--- config.mk ---
export PLATFORM = sky130hd
export DESIGN_NAME = swfg_switch_onto_fault_guard
export DESIGN_NICKNAME = d
export VERILOG_FILES = /design/src/inc/swfg_pkg.sv /design/src/hw/swfg_record_mem.sv /design/src/hw/swfg_switch_onto_fault_guard.sv
export VERILOG_INCLUDE_DIRS = /design/src /design/src/inc
export SDC_FILE = /design/constraint.sdc
export NUM_CORES = 2
export LEC_CHECK = 0
export BUFFER_PORTS_ARGS = -buffer_cell sky130_fd_sc_hd__buf_2
export CORE_ASPECT_RATIO = 0.6
export CORE_MARGIN = 4
export CORE_UTILIZATION = 40
export DETAILED_ROUTE_END_ITERATION = 16
export GPL_TIMING_DRIVEN = 0
export PLACE_DENSITY = 0.56
export SETUP_SLACK_MARGIN = 0.5
export SYNTH_ARGS = -nofsm -noshare
export SYNTH_HDL_FRONTEND = slang
export SYNTH_SLANG_ARGS = --single-unit
--- constraint.sdc ---
create_clock -name clk -period 13.6 [get_ports clk]
set_clock_uncertainty 0.05 [all_clocks]
set_input_delay 3.4 -clock clk [delete_from_list [all_inputs] [get_ports clk]]
set_output_delay 3.4 -clock clk [all_outputs]
set_load 0.005 [all_outputs]
--- src/inc/swfg_defines.svh ---
// constants for the switch-onto-fault guard
`ifndef SWFG_DEFINES_SVH
`define SWFG_DEFINES_SVH

// ----------------------------------------------------------------
// timing
// ----------------------------------------------------------------
`define SWFG_CLK_NS 10
`define SWFG_TICK_NS 1000000
`define SWFG_REL_DEF_MS 21'h0003e8
`define SWFG_REL_MAX_MS 21'h1b7740

// ----------------------------------------------------------------
// register byte offsets
// ----------------------------------------------------------------
`define SWFG_A_CTRL 8'h00
`define SWFG_A_STATUS 8'h04
`define SWFG_A_CNTCLR 8'h08
`define SWFG_A_REMAIN 8'h0c
`define SWFG_A_ELAPSED 8'h10
`define SWFG_A_CNT0 8'h20
`define SWFG_A_CNT3 8'h2c
`define SWFG_A_REL0 8'h40
`define SWFG_A_REL7 8'h5c
`define SWFG_A_RECSEL 8'h60
`define SWFG_A_RECINFO 8'h64
`define SWFG_A_RECTIME 8'h70
`define SWFG_A_RECID 8'h74
`define SWFG_A_RECREM 8'h78
`define SWFG_A_RECELA 8'h7c

// ----------------------------------------------------------------
// control field bit positions
// ----------------------------------------------------------------
`define SWFG_CTRL_FEN 0
`define SWFG_CTRL_FSEL_LO 1
`define SWFG_CTRL_FSEL_HI 2
`define SWFG_CTRL_ON 3
`define SWFG_CTRL_OFF 4

// ----------------------------------------------------------------
// event flag index and record id
// ----------------------------------------------------------------
`define SWFG_EV_INIT 0
`define SWFG_EV_BLOCK 1
`define SWFG_EV_ACT 2
`define SWFG_EV_TRIP 3
`define SWFG_RECID_ACT_ON 4'h4
`define SWFG_REC_DEPTH 12

`endif

--- src/inc/swfg_pkg.sv ---
// types for the switch-onto-fault guard
package swfg_pkg;

  typedef enum logic [4:0] {
    ST_NORMAL = 5'h01,
    ST_INIT = 5'h02,
    ST_ACTIVE = 5'h04,
    ST_TRIP = 5'h08,
    ST_BLOCKED = 5'h10
  } swfg_state_t;

  typedef enum logic [1:0] {
    FRC_NORMAL = 2'h0,
    FRC_BLOCKED = 2'h1,
    FRC_ACTIVE = 2'h2,
    FRC_TRIP = 2'h3
  } swfg_force_t;

endpackage

--- src/hw/swfg_record_mem.sv ---
// record store with registered read port
`timescale 1ns/1ps
`default_nettype none

module swfg_record_mem #(
  parameter int WIDTH = 81,
  parameter int DEPTH = 12,
  parameter int ADDR_W = 4
) (
  input wire logic clk,
  input wire logic wrEn,
  input wire logic [ADDR_W-1:0] wrAddr,
  input wire logic [WIDTH-1:0] wrData,
  input wire logic [ADDR_W-1:0] rdAddr,
  output logic [WIDTH-1:0] rdData
);

  typedef struct packed {
    logic [DEPTH-1:0][WIDTH-1:0] mem;
    logic [WIDTH-1:0] rd;
  } swfg_mem_t;

  swfg_mem_t s_q;
  swfg_mem_t s_d;

  always_comb begin
    s_d = s_q;
    if (wrEn && (int'(wrAddr) < DEPTH)) begin
      s_d.mem[wrAddr] = wrData;
    end
    s_d.rd = (int'(rdAddr) < DEPTH) ? s_q.mem[rdAddr] : '0;
  end

  always_ff @(posedge clk) begin
    s_q <= s_d;
  end

  assign rdData = s_q.rd;

endmodule

`default_nettype wire

--- src/hw/swfg_switch_onto_fault_guard.sv ---
// switch-onto-fault guard window with events, counters and record log
// Notes on behaviour
// - the window arms only on a rising edge of the arming input, never on a held level.
// - while the window runs, any active fault detector input raises the trip output at once.
// - an active block input keeps the window from starting, even on an arming edge.
// - the window lasts a programmable 0 to 1800 s interval, one second by default.
// - the interval comes from the selected setting group, also when it changes mid-window.
// - a forcing setting (normal, blocked, active, trip) applies only while forcing is enabled.
// - a readable condition shows normal, initiated, active, tripped or blocked.
// - time-stamped on and off events for the four conditions are gated by an on/off mask.
// - clearable counters count each initiated, blocked, active and trip occurrence once.
// - each activation stores time, event, group, remaining and elapsed time; twelve kept.
`timescale 1ns/1ps
`default_nettype none
`include "swfg_defines.svh"

module swfg_switch_onto_fault_guard #(
  parameter int NFAULT = 4,
  parameter int NGRP = 8,
  parameter int CNT_W = 16,
  parameter int TS_W = 32,
  parameter int TICK_CYCLES = `SWFG_TICK_NS / `SWFG_CLK_NS
) (
  input wire logic clk,
  input wire logic resetn,
  input wire logic armingInput,
  input wire logic guardBlockInput,
  input wire logic [NFAULT-1:0] faultDetectorInput,
  input wire logic [2:0] settingGroupSelect,
  input wire logic [TS_W-1:0] timeNow,
  input wire logic [7:0] regAddr,
  input wire logic [31:0] regWdata,
  input wire logic regWr,
  input wire logic regRd,
  output logic [31:0] regRdata,
  output logic guardActiveOutput,
  output logic guardTripOutput,
  output logic [4:0] condition,
  output logic [3:0] eventOn,
  output logic [3:0] eventOff,
  output logic [TS_W-1:0] eventTime,
  output logic [20:0] remainingReleaseTime
);

  // ----------------------------------------------------------------
  // types and state
  // ----------------------------------------------------------------
  localparam int REL_W = 21;
  localparam int TICK_W = $clog2(TICK_CYCLES + 1);
  localparam logic [TICK_W-1:0] TICK_LAST = TICK_W'(TICK_CYCLES - 1);
  localparam int REC_W = TS_W + 4 + 3 + REL_W + REL_W;
  localparam logic [3:0] REC_LAST = 4'(`SWFG_REC_DEPTH - 1);
  localparam logic [3:0] REC_FULL = 4'(`SWFG_REC_DEPTH);

  typedef struct packed {
    swfg_pkg::swfg_state_t st;
    logic armPrev;
    logic [TICK_W-1:0] tick;
    logic [REL_W-1:0] elapsed;
    logic forceEn;
    logic [1:0] forceSel;
    logic storeOn;
    logic storeOff;
    logic [NGRP-1:0][REL_W-1:0] relInt;
    logic [3:0][CNT_W-1:0] cnt;
    logic [3:0] flags;
    logic [3:0] evOn;
    logic [3:0] evOff;
    logic [TS_W-1:0] evTime;
    logic actOut;
    logic tripOut;
    logic [4:0] cond;
    logic [REL_W-1:0] remain;
    logic [3:0] recSel;
    logic [3:0] recPtr;
    logic [3:0] recCnt;
    logic [31:0] rdata;
  } swfg_regs_t;

  swfg_regs_t s_q;
  swfg_regs_t s_d;
  logic [1:0] rstSync_q;
  logic rstn;
  logic recWr;
  logic [REC_W-1:0] recWrData;
  logic [REC_W-1:0] recRdData;

  function automatic logic [REL_W-1:0] clampRel(input logic [31:0] v);
    clampRel = (v > 32'(`SWFG_REL_MAX_MS)) ? `SWFG_REL_MAX_MS : v[REL_W-1:0];
  endfunction

  function automatic logic [3:0] wrapInc(input logic [3:0] v);
    wrapInc = (v == REC_LAST) ? 4'h0 : v + 4'h1;
  endfunction

  // ----------------------------------------------------------------
  // reset release
  // ----------------------------------------------------------------
  always_ff @(posedge clk or negedge resetn) begin
    if (!resetn) begin
      rstSync_q <= 2'h0;
    end else begin
      rstSync_q <= {rstSync_q[0], 1'b1};
    end
  end
  assign rstn = rstSync_q[1];

  // ----------------------------------------------------------------
  // next state
  // ----------------------------------------------------------------
  always_comb begin
    logic [REL_W-1:0] grpInt;
    logic anyFault;
    logic rise;
    logic expired;
    logic tickHit;
    logic [3:0] flagsNew;
    logic [3:0] onEv;
    logic [3:0] offEv;
    swfg_pkg::swfg_state_t effSt;
    int idx;
    grpInt = '0;
    anyFault = 1'b0;
    rise = 1'b0;
    expired = 1'b0;
    tickHit = 1'b0;
    flagsNew = '0;
    onEv = '0;
    offEv = '0;
    effSt = swfg_pkg::ST_NORMAL;
    idx = 0;
    s_d = s_q;
    recWr = 1'b0;

    // register writes
    if (regWr) begin
      if (regAddr == `SWFG_A_CTRL) begin
        s_d.forceEn = regWdata[`SWFG_CTRL_FEN];
        s_d.forceSel = regWdata[`SWFG_CTRL_FSEL_HI:`SWFG_CTRL_FSEL_LO];
        s_d.storeOn = regWdata[`SWFG_CTRL_ON];
        s_d.storeOff = regWdata[`SWFG_CTRL_OFF];
      end
      if (regAddr == `SWFG_A_CNTCLR) begin
        for (int i = 0; i < 4; i++) begin
          if (regWdata[i]) begin
            s_d.cnt[i] = '0;
          end
        end
      end
      if (regAddr >= `SWFG_A_REL0 && regAddr <= `SWFG_A_REL7 && regAddr[1:0] == 2'h0) begin
        idx = int'(regAddr - `SWFG_A_REL0) / 4;
        if (idx < NGRP) begin
          s_d.relInt[idx] = clampRel(regWdata);
        end
      end
      if (regAddr == `SWFG_A_RECSEL) begin
        s_d.recSel = regWdata[3:0];
      end
    end

    // window sequencing
    grpInt = s_d.relInt[settingGroupSelect];
    anyFault = |faultDetectorInput;
    rise = armingInput & ~s_q.armPrev;
    s_d.armPrev = armingInput;
    expired = s_q.elapsed >= grpInt;
    tickHit = s_q.tick == TICK_LAST;
    s_d.tick = tickHit ? '0 : s_q.tick + TICK_W'(1);
    if ((s_q.st == swfg_pkg::ST_ACTIVE || s_q.st == swfg_pkg::ST_TRIP) && tickHit && !expired) begin
      s_d.elapsed = s_q.elapsed + REL_W'(1);
    end
    case (s_q.st)
      swfg_pkg::ST_NORMAL: begin
        if (guardBlockInput) begin
          s_d.st = swfg_pkg::ST_BLOCKED;
        end else if (rise) begin
          s_d.st = swfg_pkg::ST_INIT;
          s_d.elapsed = '0;
          s_d.tick = '0;
        end
      end
      swfg_pkg::ST_BLOCKED: begin
        if (!guardBlockInput) begin
          s_d.st = swfg_pkg::ST_NORMAL;
        end
      end
      swfg_pkg::ST_INIT: begin
        s_d.st = anyFault ? swfg_pkg::ST_TRIP : swfg_pkg::ST_ACTIVE;
      end
      swfg_pkg::ST_ACTIVE: begin
        if (anyFault) begin
          s_d.st = swfg_pkg::ST_TRIP;
        end else if (expired) begin
          s_d.st = swfg_pkg::ST_NORMAL;
        end
      end
      swfg_pkg::ST_TRIP: begin
        if (!anyFault) begin
          s_d.st = expired ? swfg_pkg::ST_NORMAL : swfg_pkg::ST_ACTIVE;
        end
      end
      default: begin
        s_d.st = swfg_pkg::ST_NORMAL;
      end
    endcase

    // forcing overrides what the outside sees
    effSt = s_d.st;
    if (s_d.forceEn) begin
      case (swfg_pkg::swfg_force_t'(s_d.forceSel))
        swfg_pkg::FRC_NORMAL: effSt = swfg_pkg::ST_NORMAL;
        swfg_pkg::FRC_BLOCKED: effSt = swfg_pkg::ST_BLOCKED;
        swfg_pkg::FRC_ACTIVE: effSt = swfg_pkg::ST_ACTIVE;
        swfg_pkg::FRC_TRIP: effSt = swfg_pkg::ST_TRIP;
        default: effSt = s_d.st;
      endcase
    end
    s_d.cond = effSt;

    // condition flags, events and outputs
    flagsNew[`SWFG_EV_INIT] = effSt == swfg_pkg::ST_INIT;
    flagsNew[`SWFG_EV_BLOCK] = effSt == swfg_pkg::ST_BLOCKED;
    flagsNew[`SWFG_EV_ACT] = effSt == swfg_pkg::ST_ACTIVE || effSt == swfg_pkg::ST_TRIP;
    flagsNew[`SWFG_EV_TRIP] = effSt == swfg_pkg::ST_TRIP;
    onEv = flagsNew & ~s_q.flags;
    offEv = ~flagsNew & s_q.flags;
    s_d.flags = flagsNew;
    s_d.evOn = onEv & {4{s_d.storeOn}};
    s_d.evOff = offEv & {4{s_d.storeOff}};
    if (|(onEv | offEv)) begin
      s_d.evTime = timeNow;
    end
    s_d.actOut = flagsNew[`SWFG_EV_ACT];
    s_d.tripOut = flagsNew[`SWFG_EV_TRIP];
    s_d.remain = '0;
    if (flagsNew[`SWFG_EV_ACT] && s_d.elapsed < grpInt) begin
      s_d.remain = grpInt - s_d.elapsed;
    end

    // counters: an occurrence beats a clear in the same cycle
    for (int i = 0; i < 4; i++) begin
      if (onEv[i]) begin
        s_d.cnt[i] = s_d.cnt[i] + CNT_W'(1);
      end
    end

    // activation record
    if (onEv[`SWFG_EV_ACT]) begin
      recWr = 1'b1;
      s_d.recPtr = wrapInc(s_q.recPtr);
      s_d.recCnt = (s_q.recCnt == REC_FULL) ? REC_FULL : s_q.recCnt + 4'h1;
    end
    recWrData = {timeNow, `SWFG_RECID_ACT_ON, settingGroupSelect, s_d.remain, s_d.elapsed};

    // register reads
    s_d.rdata = '0;
    if (regRd) begin
      if (regAddr == `SWFG_A_CTRL) begin
        s_d.rdata = 32'({s_q.storeOff, s_q.storeOn, s_q.forceSel, s_q.forceEn});
      end
      if (regAddr == `SWFG_A_STATUS) begin
        s_d.rdata = 32'({settingGroupSelect, 1'b0, s_q.tripOut, s_q.actOut, s_q.cond});
      end
      if (regAddr == `SWFG_A_REMAIN) begin
        s_d.rdata = 32'(s_q.remain);
      end
      if (regAddr == `SWFG_A_ELAPSED) begin
        s_d.rdata = 32'(s_q.elapsed);
      end
      if (regAddr >= `SWFG_A_CNT0 && regAddr <= `SWFG_A_CNT3 && regAddr[1:0] == 2'h0) begin
        s_d.rdata = 32'(s_q.cnt[regAddr[3:2]]);
      end
      if (regAddr >= `SWFG_A_REL0 && regAddr <= `SWFG_A_REL7 && regAddr[1:0] == 2'h0) begin
        idx = int'(regAddr - `SWFG_A_REL0) / 4;
        s_d.rdata = (idx < NGRP) ? 32'(s_q.relInt[idx]) : '0;
      end
      if (regAddr == `SWFG_A_RECSEL) begin
        s_d.rdata = 32'(s_q.recSel);
      end
      if (regAddr == `SWFG_A_RECINFO) begin
        s_d.rdata = 32'({s_q.recCnt, s_q.recPtr});
      end
      if (regAddr == `SWFG_A_RECTIME) begin
        s_d.rdata = 32'(recRdData[REC_W-1 -: TS_W]);
      end
      if (regAddr == `SWFG_A_RECID) begin
        s_d.rdata = 32'({recRdData[2*REL_W +: 3], 4'h0, recRdData[2*REL_W+3 +: 4]});
      end
      if (regAddr == `SWFG_A_RECREM) begin
        s_d.rdata = 32'(recRdData[REL_W +: REL_W]);
      end
      if (regAddr == `SWFG_A_RECELA) begin
        s_d.rdata = 32'(recRdData[REL_W-1:0]);
      end
    end
  end

  // ----------------------------------------------------------------
  // state register
  // ----------------------------------------------------------------
  always_ff @(posedge clk or negedge rstn) begin
    if (!rstn) begin
      s_q <= '0;
      s_q.st <= swfg_pkg::ST_NORMAL;
      s_q.cond <= swfg_pkg::ST_NORMAL;
      s_q.relInt <= {NGRP{`SWFG_REL_DEF_MS}};
      s_q.storeOn <= 1'b1;
      s_q.storeOff <= 1'b1;
    end else begin
      s_q <= s_d;
    end
  end

  // ----------------------------------------------------------------
  // record log
  // ----------------------------------------------------------------
  swfg_record_mem #(
    .WIDTH(REC_W),
    .DEPTH(`SWFG_REC_DEPTH),
    .ADDR_W(4)
  ) recordMem (
    .clk(clk),
    .wrEn(recWr),
    .wrAddr(s_q.recPtr),
    .wrData(recWrData),
    .rdAddr(s_d.recSel),
    .rdData(recRdData)
  );

  assign regRdata = s_q.rdata;
  assign guardActiveOutput = s_q.actOut;
  assign guardTripOutput = s_q.tripOut;
  assign condition = s_q.cond;
  assign eventOn = s_q.evOn;
  assign eventOff = s_q.evOff;
  assign eventTime = s_q.evTime;
  assign remainingReleaseTime = s_q.remain;

endmodule

`default_nettype wire

==> summary.txt <==
Cells and area
  – Util after Layout: 47.0%
  – Fillers: around 13000
  – NumNets Final: 5365
  – Proportion of layout cells with a drive suffix above 1: 17.4%
  – Area Overhead vs Synth: 16.3%

Timing
  – Max-slew headroom: 12.8%
  – Fin crit share: 93.5%
  – Period minus WS final: 12.71 ns
  – Hold Fails Final Rpt: 0
  – Count of pins over their slew limit: 0
  – RSZ-0062 raised after global routing: no
  – Max Fclk: 0.0787 GHz
  – Endpoints failing setup: 0
  – Setup TNS Final: 0 ns
  – Worst-Margin Slew: 1.30 ns
  – Worst Hold Slack: about 0.3 ns

GRT
  – Initial antenna violation count: 7
  – Total global routing overflow: 0
  – Grt met3 use: 9.76%
  – GR Layer Usage met2: around a third
  – Largest net degree at the start of global routing: 66
  – First-pass GRT wire length: 298000 um
  – Grt peak-use layer: met1
  – Number of global-route vias before repair: a little over 40000
  – GR Util All Layers: about a quarter
  – Met1 Use GR: 41.9%

Clock tree
  – Root Driver: clkbuf_16
  – CTS buffer count: 136
  – Bufs on Longest Clock Path: 3
  – Post-CTS Hold Buffers: 0
  – Later-pin clock latency in the skew report: between 0.7 and 0.8 ns
  – H-tree Lvls: 4
  – Clock transition at path regs: 0.06 ns
  – Clk sink count: ~1400
  – CTS tree: yes

Critical path
  – Worst path slowest cell: mux4_2
  – RR Startpoint: s_q[185]
  – Crit path max fanout: 14
  – CP Class: input port to register
  – Worst Setup End Kind: register
  – Crit path required time: 14.07 ns
  – Crit path launch type: input port
  – Arrival time at the worst endpoint: 13.19 ns
  – Register-to-register setup slack: between 6 and 7 ns
  – Worst R2R Path Depth: 32
  – CP max stage delay: 0.52 ns
  – Worst setup startpoint: regAddr[6]
  – RR Endpoint: recordMem.s_q[357]
  – Worst setup path end: recordMem.s_q[357]

Synthesis
  – Mapped Cells: between 4000 and 5000
  – Synth top area cells: edfxtp_1 (46%), dfrtp_1 (14%), nand2_1 (6.3%)
  – Synth Flop Type: edfxtp_1
  – Yosys reg bits: 1399
  – Synth top cells by count: nand2_1 (994), edfxtp_1 (924), dfrtp_1 (345), o21ai_0 (268), clkbuf_1 (245)
  – Post-synth top area share: 46.5%
  – Post-synthesis sequential area ratio: 65.9%
  – Mapped cell area: 0.0597 mm^2
  – Number of synthesized flops with an enable pin: 924
  – Netlist cell types: 78
  – Synthesized area per cell: about 12 um^2
  – Post-synth ARST share: 28.4%
  – Most frequent cell after synthesis: nand2_1
  – Net Count, Synth: approximately 5000
  – Largest area contributor in the netlist: edfxtp_1
  – Synth warn: 0

Placement
  – Dpl hpwl: 150000 um
  – IO Port Bufs: 183
  – Placer congestion estimate: 0.974

Floorplanning
  – Placeable Area: between 0.1 and 0.15 mm^2
  – Initial core utilization: about two fifths
  – Std cell rows: ~110
  – Die area: around 0.16 mm^2
  – Die Ht: 307 um
  – Io pins: 185
  – Die W: approximately 500 um

Route
  – Routed len/inst: around 29 um
  – DR iter-0 viols: 6431
  – TritonRoute pass-1 iters: 6
  – Vias/cell: 5.87
  – Final WL: 210000 um
  – Via count: ~43000
  – DRC Markers: 0
  – Detail Route Antenna Nets: 0

Flow run
  – Max cap viols: 0

Power and ir drop
  – Power Density: ~150 mW/mm^2
  – Leakage: 26.0 nW
  – Worst IR drop on VDD: around 0.13 mV

Run status
  – Status: completed

Hold path
  – HP Class: register to register
sequential cells by signal, indices dropped and copies added, names as in the netlist:
name,flops
recordMem.s_q,924
s_q,297
recordMem.rdData,78
eventTime,32
regRdata,32
remainingReleaseTime,21
condition,5
eventOff,4
eventOn,4
rstSync_q,2
stage by stage:
step | total power [mW] | cells | worst slack (ns) | instance area (um^2)
after floorplan | 6.07 | 4801 | 0.818 | 59700
after global placement | 6.76 | 6982 | -4.83 | 63100
after detailed placement | 6.83 | 7034 | -3.40 | 64300
after CTS | 10.7 | 7292 | 0.495 | 69100
after global routing | 11.1 | 7312 | 0.556 | 69400
final | 10.7 | 7314 | 0.886 | 69400
cell families (layout without fill, tap and decap cells):
kind of cell | count (synthesis) | in the layout | share of synthesized area, %
AND/OR/NAND/NOR | 1799 | 1799 | 13.4
multiplexers | 200 | 200 | 5.95
flip-flops | 1399 | 1399 | 65.9
adder cells (fa/ha/maj) | 77 | 77 | 1.63
AO/OA/AOI/OAI | 762 | 762 | 8.12
XOR/XNOR | 104 | 104 | 1.53
buffers and inverters | 459 | 971 | 3.53
other | 1 | 4 | 0.00628
power by group:
group          internal, mW  leakage [nW]  switching (mW)  total [mW]
Combinational         0.657          9.77            1.02        1.68
Sequential             4.96          14.1           0.226        5.19
Clock                  2.15          2.15            1.68        3.83
layout by cell type, fill, tap and decap left out, drive strengths merged, types with 14 or more instances in the layout:
cell type,count
nor4,26
dfxtp,78
nor3,26
nand2,994
a311oi,78
a31oi,90
xnor2,43
nor2b,29
xor2,61
o22ai,86
a22oi,24
ha,76
or2,17
buf,394
edfxtp,924
and2,43
mux2i,31
clkinv,36
mux2,50
mux4,119
a21oi,87
dfrtp,345
dfstp,52
nor2,223
nand3,223
and3,114
o211ai,31
nand2b,14
clkbuf,432
nand4,38
o21a,18
o21ai,268
inv,97
or3,26
worst min path at each step:
stage / slack [ns] / to / cells past startpoint / start
floorplan: 0.28 / rstSync_q[1] / 0 / rstSync_q[0]
global placement: 0.28 / rstSync_q[1] / 0 / rstSync_q[0]
detailed placement: 0.29 / rstSync_q[1] / 0 / rstSync_q[0]
CTS: 0.30 / rstSync_q[1] / 0 / rstSync_q[0]
global route: 0.31 / rstSync_q[1] / 0 / rstSync_q[0]
finish: 0.30 / rstSync_q[1] / 0 / rstSync_q[0]
repair_timing:
item / CTS / global route
buffers inserted: 9 / 17
gates resized for setup: 95 / 59
gates cloned: 1 / 0
pin swaps: 8 / 12
setup endpoints to repair: 1240 / 615
critical path, delay by kind of cell:
kind	cells	cell delay, ns
xor gates and xnor gates	2	0.48
buffers and inverters	7	1.10
AOI/OAI and AO/OA	8	1.98
muxes	1	0.52
and+or+nand+nor	21	4.03
adders and majority gates	6	1.60
metal layers:
metal,up-vias,share of wire [%]
li1,18296,-
met1,21723,45
met2,2619,38
met3,303,14
met4,4,2.5
met5,-,0.013
area by class of cell:
| cell class | instances | area [um^2] | share of cell area, % |
|---|---|---|---|
| Tap cell | 1998 | 2500 | 3.60 |
| Sequential cell | 1399 | 39300 | 56.6 |
| Timing Repair Buffer | 264 | 2240 | 3.22 |
| Antenna cell | 3 | 7.51 | 0.0108 |
| Multi-Input combinational cell | 2943 | 18800 | 27.1 |
| Inverter | 85 | 319 | 0.460 |
| Buffer | 374 | 1870 | 2.70 |
| Clock buffer | 189 | 3780 | 5.45 |
| Clock inverter | 59 | 599 | 0.863 |
Note: power is estimated with default switching activity, not from simulation.
